### src/arp_pkg.sv
// Constants and types for the alias remap, parity and status register slice.
// Function
// - Alias holds 7-bit address, bit0 reserved
// - Respond when target matches nonzero alias
// - Replace address with paired remote target
// - Zero alias disables its slot
// - Slots five to seven at 0x15-0x17
// - Threshold 16 bits, 0x18/0x19, reset 0x0100
// - Parity errors never raise count past programmed threshold
// - Count forward parity errors, 0x1a/0x1b
// - Status bit2 set after any parity error
// - Status bit1 reports serial input detected
// - Status bit0 reports receiver lock
// - Remote target supplies substituted 7-bit address
package arp_pkg;

    localparam int ARP_SLOTS = 3;
    localparam int ARP_FIRST_SLOT = 5;

    localparam logic [7:0] ARP_OFS_ALIAS5 = 8'h15;
    localparam logic [7:0] ARP_OFS_ALIAS6 = 8'h16;
    localparam logic [7:0] ARP_OFS_ALIAS7 = 8'h17;
    localparam logic [7:0] ARP_OFS_LIMIT_LO = 8'h18;
    localparam logic [7:0] ARP_OFS_LIMIT_HI = 8'h19;
    localparam logic [7:0] ARP_OFS_COUNT_LO = 8'h1a;
    localparam logic [7:0] ARP_OFS_COUNT_HI = 8'h1b;
    localparam logic [7:0] ARP_OFS_STATUS = 8'h1c;

    localparam logic [7:0] ARP_RST_ALIAS = 8'h00;
    localparam logic [15:0] ARP_RST_LIMIT = 16'h0100;
    localparam logic [15:0] ARP_RST_COUNT = 16'h0000;

    localparam int ARP_ALIAS_MSB = 7;
    localparam int ARP_ALIAS_LSB = 1;
    localparam int ARP_ST_LOCK = 0;
    localparam int ARP_ST_SIGDET = 1;
    localparam int ARP_ST_PERR = 2;
    localparam int ARP_ST_RESERVED_BIT = 3;
    localparam int ARP_ST_REV_LSB = 4;

    // Arbitrary neutral value; not tied to any real part.
    localparam logic [3:0] ARP_SILICON_REVISION = 4'h0;

    typedef struct packed {
        logic wr;
        logic rd;
        logic [7:0] addr;
        logic [7:0] wdata;
    } arp_reg_req_s;

    typedef struct packed {
        logic valid;
        logic [6:0] addr;
    } arp_txn_s;

    typedef struct packed {
        logic valid;
        logic hit;
        logic [6:0] addr;
    } arp_fwd_s;

    typedef struct packed {
        logic [ARP_SLOTS-1:0][7:0] alias_slot;
        logic [15:0] limit;
        logic [15:0] count;
        logic perr;
        logic [7:0] rdata;
        arp_fwd_s fwd;
    } arp_state_s;

endpackage

### src/arp_regs.sv
// Alias remap slots five to seven, parity error limit and count, and link status.
`timescale 1ns/1ps
module arp_regs (
    // Clock and reset
    input wire logic sys_clk,
    input wire logic rst,
    // Register access from the control-bus slave
    input arp_pkg::arp_reg_req_s reg_req,
    output logic [7:0] reg_rdata,
    // Local control-bus transaction in, remapped transaction out
    input arp_pkg::arp_txn_s txn,
    output arp_pkg::arp_fwd_s fwd,
    // Paired remote target addresses held outside this slice
    input wire logic [6:0] remote_target_five,
    input wire logic [6:0] remote_target_six,
    input wire logic [6:0] remote_target_seven,
    // Link condition
    input wire logic parity_error,
    input wire logic signal_detect,
    input wire logic link_lock
);

    arp_pkg::arp_state_s state;
    arp_pkg::arp_state_s next_state;
    logic [arp_pkg::ARP_SLOTS-1:0] slot_hit;
    logic [arp_pkg::ARP_SLOTS-1:0][6:0] target;

    assign target[0] = remote_target_five;
    assign target[1] = remote_target_six;
    assign target[2] = remote_target_seven;

    genvar g;
    generate
        for (g = 0; g < arp_pkg::ARP_SLOTS; g++) begin : g_slot
            assign slot_hit[g] = (state.alias_slot[g][arp_pkg::ARP_ALIAS_MSB:arp_pkg::ARP_ALIAS_LSB] != 7'h00)
                && (state.alias_slot[g][arp_pkg::ARP_ALIAS_MSB:arp_pkg::ARP_ALIAS_LSB] == txn.addr);
        end
    endgenerate

    always_comb begin
        next_state = state;
        next_state.fwd.valid = txn.valid;
        next_state.fwd.hit = 1'b0;
        next_state.fwd.addr = 7'h00;
        for (int i = arp_pkg::ARP_SLOTS - 1; i >= 0; i--) begin
            if (txn.valid && slot_hit[i]) begin
                next_state.fwd.hit = 1'b1;
                next_state.fwd.addr = target[i];
            end
        end

        if (reg_req.wr) begin
            case (reg_req.addr)
                // alias storage, bit 0 kept clear
                arp_pkg::ARP_OFS_ALIAS5: next_state.alias_slot[0] = {reg_req.wdata[7:1], 1'b0};
                arp_pkg::ARP_OFS_ALIAS6: next_state.alias_slot[1] = {reg_req.wdata[7:1], 1'b0};
                arp_pkg::ARP_OFS_ALIAS7: next_state.alias_slot[2] = {reg_req.wdata[7:1], 1'b0};
                arp_pkg::ARP_OFS_LIMIT_LO: next_state.limit[7:0] = reg_req.wdata;
                arp_pkg::ARP_OFS_LIMIT_HI: next_state.limit[15:8] = reg_req.wdata;
                arp_pkg::ARP_OFS_COUNT_LO: next_state.count[7:0] = reg_req.wdata;
                arp_pkg::ARP_OFS_COUNT_HI: next_state.count[15:8] = reg_req.wdata;
                default: begin
                end
            endcase
            // Clearing the count to zero also clears the parity error flag.
            if ((reg_req.addr == arp_pkg::ARP_OFS_COUNT_LO || reg_req.addr == arp_pkg::ARP_OFS_COUNT_HI)
                && next_state.count == 16'h0000) begin
                next_state.perr = 1'b0;
            end
        end

        if (parity_error && next_state.count < next_state.limit) begin
            next_state.count = next_state.count + 16'h0001;
        end
        // sticky flag, error wins over clear
        if (parity_error) begin
            next_state.perr = 1'b1;
        end

        next_state.rdata = 8'h00;
        if (reg_req.rd) begin
            case (reg_req.addr)
                arp_pkg::ARP_OFS_ALIAS5: next_state.rdata = state.alias_slot[0];
                arp_pkg::ARP_OFS_ALIAS6: next_state.rdata = state.alias_slot[1];
                arp_pkg::ARP_OFS_ALIAS7: next_state.rdata = state.alias_slot[2];
                arp_pkg::ARP_OFS_LIMIT_LO: next_state.rdata = state.limit[7:0];
                arp_pkg::ARP_OFS_LIMIT_HI: next_state.rdata = state.limit[15:8];
                arp_pkg::ARP_OFS_COUNT_LO: next_state.rdata = state.count[7:0];
                arp_pkg::ARP_OFS_COUNT_HI: next_state.rdata = state.count[15:8];
                arp_pkg::ARP_OFS_STATUS: begin
                    next_state.rdata[7:arp_pkg::ARP_ST_REV_LSB] = arp_pkg::ARP_SILICON_REVISION;
                    next_state.rdata[arp_pkg::ARP_ST_RESERVED_BIT] = 1'b0;
                    next_state.rdata[arp_pkg::ARP_ST_PERR] = state.perr;
                    next_state.rdata[arp_pkg::ARP_ST_SIGDET] = signal_detect;
                    next_state.rdata[arp_pkg::ARP_ST_LOCK] = link_lock;
                end
                default: next_state.rdata = 8'h00;
            endcase
        end
    end

    always_ff @(posedge sys_clk) begin
        if (rst) begin
            state <= '0;
            for (int i = 0; i < arp_pkg::ARP_SLOTS; i++) begin
                state.alias_slot[i] <= arp_pkg::ARP_RST_ALIAS;
            end
            state.limit <= arp_pkg::ARP_RST_LIMIT;
            state.count <= arp_pkg::ARP_RST_COUNT;
        end else begin
            state <= next_state;
        end
    end

    assign reg_rdata = state.rdata;
    assign fwd = state.fwd;

endmodule

### config.mk
export PLATFORM = sky130hd
export DESIGN_NAME = arp_regs
export DESIGN_NICKNAME = d
export VERILOG_FILES = /design/src/arp_pkg.sv /design/src/arp_regs.sv
export SDC_FILE = /design/constraint.sdc
export NUM_CORES = 1
export LEC_CHECK = 0
export ABC_AREA = 1
export BUFFER_PORTS_ARGS = -buffer_cell sky130_fd_sc_hd__buf_2
export CORE_MARGIN = 2
export CORE_UTILIZATION = 50
export DETAILED_ROUTE_END_ITERATION = 12
export HOLD_SLACK_MARGIN = 0.05
export PLACE_DENSITY = 0.71
export SLEW_MARGIN = 15
export SYNTH_ARGS = -nofsm -noshare
export SYNTH_HDL_FRONTEND = slang
export SYNTH_SLANG_ARGS = --single-unit
### constraint.sdc
create_clock -name sys_clk -period 3.7 [get_ports sys_clk]
set_input_delay 0.74 -clock sys_clk [delete_from_list [all_inputs] [get_ports sys_clk]]
set_output_delay 0.74 -clock sys_clk [all_outputs]
set_load 0.01 [all_outputs]
# Yosys cells after proc, flatten, opt, wreduce, memory -nomap -nowiden
# Cells that the tools add are included.
[word_totals]
ff_bits = 71
in_bits = 52
word_cells = 58
[classes]
add_sub_neg = 1
order_cmp = 1
n_eq_ne = 11
n_mux = 14
bitwise_logic = 1
n_reduce_logical = 20
[ops]
columns = ["operator", "count"]
rows = [
  ["$mux 8", 9],
  ["$eq 8x5->1 const B", 8],
  ["$pmux 8 s8", 1],
  ["$mux 33", 1],
  ["$eq 7x7->1", 3],
  ["$reduce_bool 7->1", 3],
  ["$add 16x1->16 const B", 1],
  ["$logic_not 16->1", 1],
  ["$lt 16x16->1", 1],
  ["$mux 16", 1],
  ["$logic_and 1x1->1", 8],
  ["$reduce_and 2->1", 4],
  ["$reduce_bool 2->1", 2],
  ["$mux 1", 2],
  ["$reduce_or 2->1", 1],
  ["$logic_or 1x1->1", 1],
  ["$not 1->1", 1],
]

# Depth between registers and ports, before layout
[logic_depth]
ltp_word = 10
depth_mapped = 23

# Least setup slack after synthesis
# OpenSTA, ideal clock, no wires.
[synth_path]
kind = "in2reg"
start = "in reg_req[17] (netlist name)"
end = "reg state[24] (netlist name)"
arrival_time_ps = 3170
required_time_ps = 3587
setup_slack_ps = 417
cell_stages = 15
n_path_buf = 4
path_cell_list = "buf_2 buf_1 nand2_1 clkbuf_1 o21ai_0 ha_1 nand2_1 inv_1 nand3_1 a31oi_1 a2111oi_2 buf_2 nand3_1 nor2_1 nor2_1"
[synth_via]
elab_chain_cells = 4
word_cells_on_any_way = 5
[synth_lines]
columns = ["item", "line_no", "text"]
rows = [
  ["from (decl)", "arp_regs.sv:8", "input arp_pkg::arp_reg_req_s reg_req,"],
  ["$mux 33 *", "arp_regs.sv:52", "if (reg_req.wr) begin"],
  ["$lt 16x16->1", "arp_regs.sv:72", "if (parity_error && next_state.count < next_state.limit) begin"],
  ["$logic_and 1x1->1", "arp_regs.sv:72", ""],
  ["$mux 16 *", "arp_regs.sv:72", ""],
  ["to (signal assigned)", "arp_regs.sv:111", "state <= next_state;"],
  ["to (decl)", "arp_regs.sv:23", "arp_pkg::arp_state_s state;"],
]
# Mark *: on every way between the ends. The rest lies on a longest branch, timed or not. The select of a mux whose other input is x is not followed.
# A chain may end at the register's enable or synchronous reset.

# Worst setup path after layout
[layout_path]
start = "in reg_req[14] (netlist name)"
end = "reg state[18] (netlist name)"
[layout_via]
elab_chain_cells = 7
word_cells_on_any_way = 15
[layout_lines]
columns = ["item", "line_no", "text"]
rows = [
  ["$eq 8x5->1", "arp_regs.sv:53", "case (reg_req.addr)"],
  ["$mux 8", "arp_regs.sv:53", ""],
  ["$mux 8", "arp_regs.sv:52", ""],
  ["$mux 33 *", "arp_regs.sv:52", ""],
  ["$lt 16x16->1", "arp_regs.sv:72", ""],
  ["$logic_and 1x1->1", "arp_regs.sv:72", ""],
  ["$mux 16 *", "arp_regs.sv:72", ""],
]
# Marks and branches as above.

==> qor.yml <==
synthesis:
  netlist_area_sq_mm: 0.00469
  synthSimpleGateAreaFrac_pct: 30.5
  synth_top_area_cell: "dfxtp_1"
  syn_inst: 702
  synth_top_family_by_area: "simple AND/OR/NAND/NOR gates"
  synth.area.mux_share_pct: 0.640
  synth_compound_area_share_pct: 19.6
  synthXorXnorAreaFrac_pct: 1.31
  yosysSeqAreaShare_pct: 30.3
  avgSynthCellArea_sq_um: 6.68
  synth-edff-count: 0
  ys_warn_count: 0
  ys_ff_latch: 71
  yosysUniqueCellTypes: 42
  async_reset_ff_share_pct: 0
  synth_area_leaders: "dfxtp_1, nand2_1, inv_1"
  yosysTopAreaCellShare_pct: 30.3
  syn_nets: 770
  ys.flop_type: "dfxtp_1"
  synth_fa_ha_area_share_pct: 4.27
floorplanning:
  ios: 69
  dieHeight_microns: 101
  die_area_sq_mm: 0.0102
  start_util_pct: 51.3
  coreArea_sq_mm: 0.00915
  std_cell_rows: 35
  die_w_microns: 101
worst_setup_path:
  crit_chain: "buf_2 -> inv_1 -> nand2_1 -> nor2_4 -> nand2_2 -> inv_1 -> o21ai_1 -> o21ai_1 -> ha_1 -> a21oi_1 -> nor2_1 -> a2111oi_4 -> buf_4 -> nand3_1 -> nand2_1 -> nand2_1 -> nor2_1"
  cp.arrival_ps: 3630
  cp_slowest_stage_delay_ps: 310
  crit_path_frequent_cell: "nand2_1"
  critPathRequiredTime_ps: 4000
  path_max_fanout: 23
  critical-path-top-delay-family: "simple AND/OR/NAND/NOR gates"
  end_kind: "flop"
  crit_path_top_delay_cell: "ha_1"
  worst_setup_path_start_kind: "input port"
  crit_buf_inv: 4
  path_class: "input port to flop"
grt:
  grt_max_degree: 46
  grt-ovfl-total: 0
  grt_pass1_vias: 4692
  grtUsageMet2_pct: 50.9
  grt_use_met1_pct: 34.2
  grt_pass1_wl_microns: 22800
  grt_use_total_pct: 29.0
  use_met3_pct: 5.89
  antenna_found_initial: 0
  top_usage_layer: "met2"
sta:
  period_needed_ps: 3330
  max_freq_ghz: 0.300
  finClkSkew_ps: 8.43
  setup_tns_ps: 0
  final_hold_viol_count: 0
  setup_viol: 0
  finalCritPeriodShare_pct: 90.0
  rsz0062_at_grt: "false"
  slew_headroom_pct: 55.0
  fin_ws_ps: 370
  maxSlewViolCount: 0
  tightest_slew_ps: 670
routing:
  drcViolationCount: 0
  routedWlPerCell_microns: 16.1
  firstDrtPassIters: 5
  wl_microns: 14000
  vias: 4903
  ant_nets: 0
  routed_via_density: 5.65
  drt_iter0_markers: 287
power:
  vdd_ir_drop_max_uv: 173
  power.leakage_uw: 0.00234
  p_per_area_mw_per_mm2: 297
clock_network:
  worstSkewPairLatency_ps: 350
  cts_num_sinks: 71
  path_clk_slew_ps: 80
  cts.path.max_buffers: 2
  cts_buffers: 9
  cts.hold.buffers_added: 0
  tritoncts: "done"
  cts_root_buf: "clkbuf_8"
  h-tree-depth: 3
placement:
  portBuffers: 68
  hpwl_microns: 10800
  pre_cts_ws_ps: 43.3
  gp_congestion: 0.950
finish:
  nets: 820
  layout-drive-gt1-share_pct: 18.2
  area.growth.synth_to_final_pct: 10.9
  insertedDiodeCount: 0
  fill_cells: 922
  final_core_util_pct: 56.8
run_status:
  outcome: "completed"
worst_hold_path:
  min_path_type: "flop to flop"
flow_run:
  max_cap_violations: 0
[per-stage QoR]
step                instances  hold WS [ps]  power, uW  area (sq um)
CTS                       868           489       1550          5200
global route              868           534       1620          5200
global placement          852           480        987          5030
detailed placement        852           478        991          5030
finish                    868           491       1540          5200
floorplan                 702           450        913          4690
[layer usage]
layer	share of wire, %	vias to the layer above
met5	0	-
li1	-	2424
met2	48	192
met4	3.7	0
met1	42	2242
met3	6.4	45
[cell families (layout without fill, tap and decap cells)]
| kind of cell | Yosys count | count (layout) |
|---|---|---|
| adder cells (fa/ha/maj) | 16 | 16 |
| flip-flops | 71 | 71 |
| multiplexers | 3 | 3 |
| AND/OR/NAND/NOR | 309 | 309 |
| XOR/XNOR | 7 | 7 |
| buffers and inverters | 141 | 196 |
| AO/OA/AOI/OAI | 155 | 155 |
[cell usage in the layout, fill, tap and decap left out, drive strengths merged]
cell type	netlist	layout
nor3	8	8
nand3b	4	4
a31oi	8	8
clkinvlp	0	1
clkbuf	11	10
xor2	3	3
buf	28	78
a211oi	1	1
nand3	33	33
clkinv	1	6
o21ai	67	67
o22ai	14	14
a221oi	13	13
o211ai	1	1
a21oi	45	45
mux2i	3	3
nor3b	1	1
or2	1	1
o2111ai	2	2
a2111oi	1	1
a31o	1	1
nand4	24	24
dfxtp	71	71
o221ai	2	2
nor2	86	86
ha	16	16
xnor2	4	4
inv	101	101
nor4	5	5
nand2	147	147
[synth_stat cells, types with 2 or more instances]
master / count
nand3_2: 2
xnor2_1: 4
inv_2: 7
o22ai_1: 14
nand3b_1: 4
nand2_1: 135
xor2_1: 3
dfxtp_1: 71
ha_1: 16
nand3_1: 31
o221ai_1: 2
nor2_1: 79
nor4_1: 5
buf_2: 6
nor2_2: 3
a31oi_1: 8
buf_4: 18
nand2_2: 7
o21ai_1: 12
a21oi_1: 45
o2111ai_1: 2
buf_6: 3
nand2_4: 5
nand4_2: 2
mux2i_1: 3
o21ai_2: 9
nand4_1: 22
clkbuf_1: 11
nor3_1: 7
inv_1: 94
a221oi_1: 13
nor2_4: 4
o21ai_0: 46
[sequential cells by signal (all words and copies together), names as in the netlist]
name and cells:
state 54, reg_rdata 8, fwd 9
[worst reg2reg max path, cell delays in order, from the launching register on]
cell	delay, ps
dfxtp_1	430
inv_1	60
nand2_1	60
o21ai_1	90
o21ai_2	300
ha_1	320
nand2_1	70
inv_1	60
nand3_1	60
a31oi_1	120
a2111oi_4	200
buf_4	310
nand3_1	190
nand2_1	90
nand2_1	40
nor2_1	90
[final cells by class]
class / instances / area [sq um] / area share [%]
well taps: 111 / 139 / 2.67
flip-flops and latches: 71 / 1420 / 27.3
multi-input cells: 490 / 2660 / 51.1
repair buffers: 78 / 428 / 8.23
clock inverters: 6 / 36.3 / 0.697
inverters: 102 / 383 / 7.36
clock buffers: 10 / 138 / 2.65
[path summary, 6_finish.rpt]
path	start	end	slack, ps	depth (start not counted)
setup reg to reg	state[29]$_SDFF_PP0_	state[18]$_SDFF_PP0_	1150	15
hold / removal	state[17]$_SDFFE_PP0P_	state[17]$_SDFFE_PP0P_	490	2
setup / recovery	reg_req[14]	state[18]$_SDFF_PP0_	370	17
hold reg to reg	state[17]$_SDFFE_PP0P_	state[17]$_SDFFE_PP0P_	490	2
[repair_timing]
item,CTS,global route
gates resized for setup,0,2
buffers inserted,0,0
endpoints found under the setup margin,0,7
[report_power, final]
part           internal, uW  total, uW  switching (uW)
sequential              771        777            5.23
combinational          68.2        200             132
clock                   258        568             310
total                  1100       1540             447
Note: power is estimated with default switching activity, not from simulation.
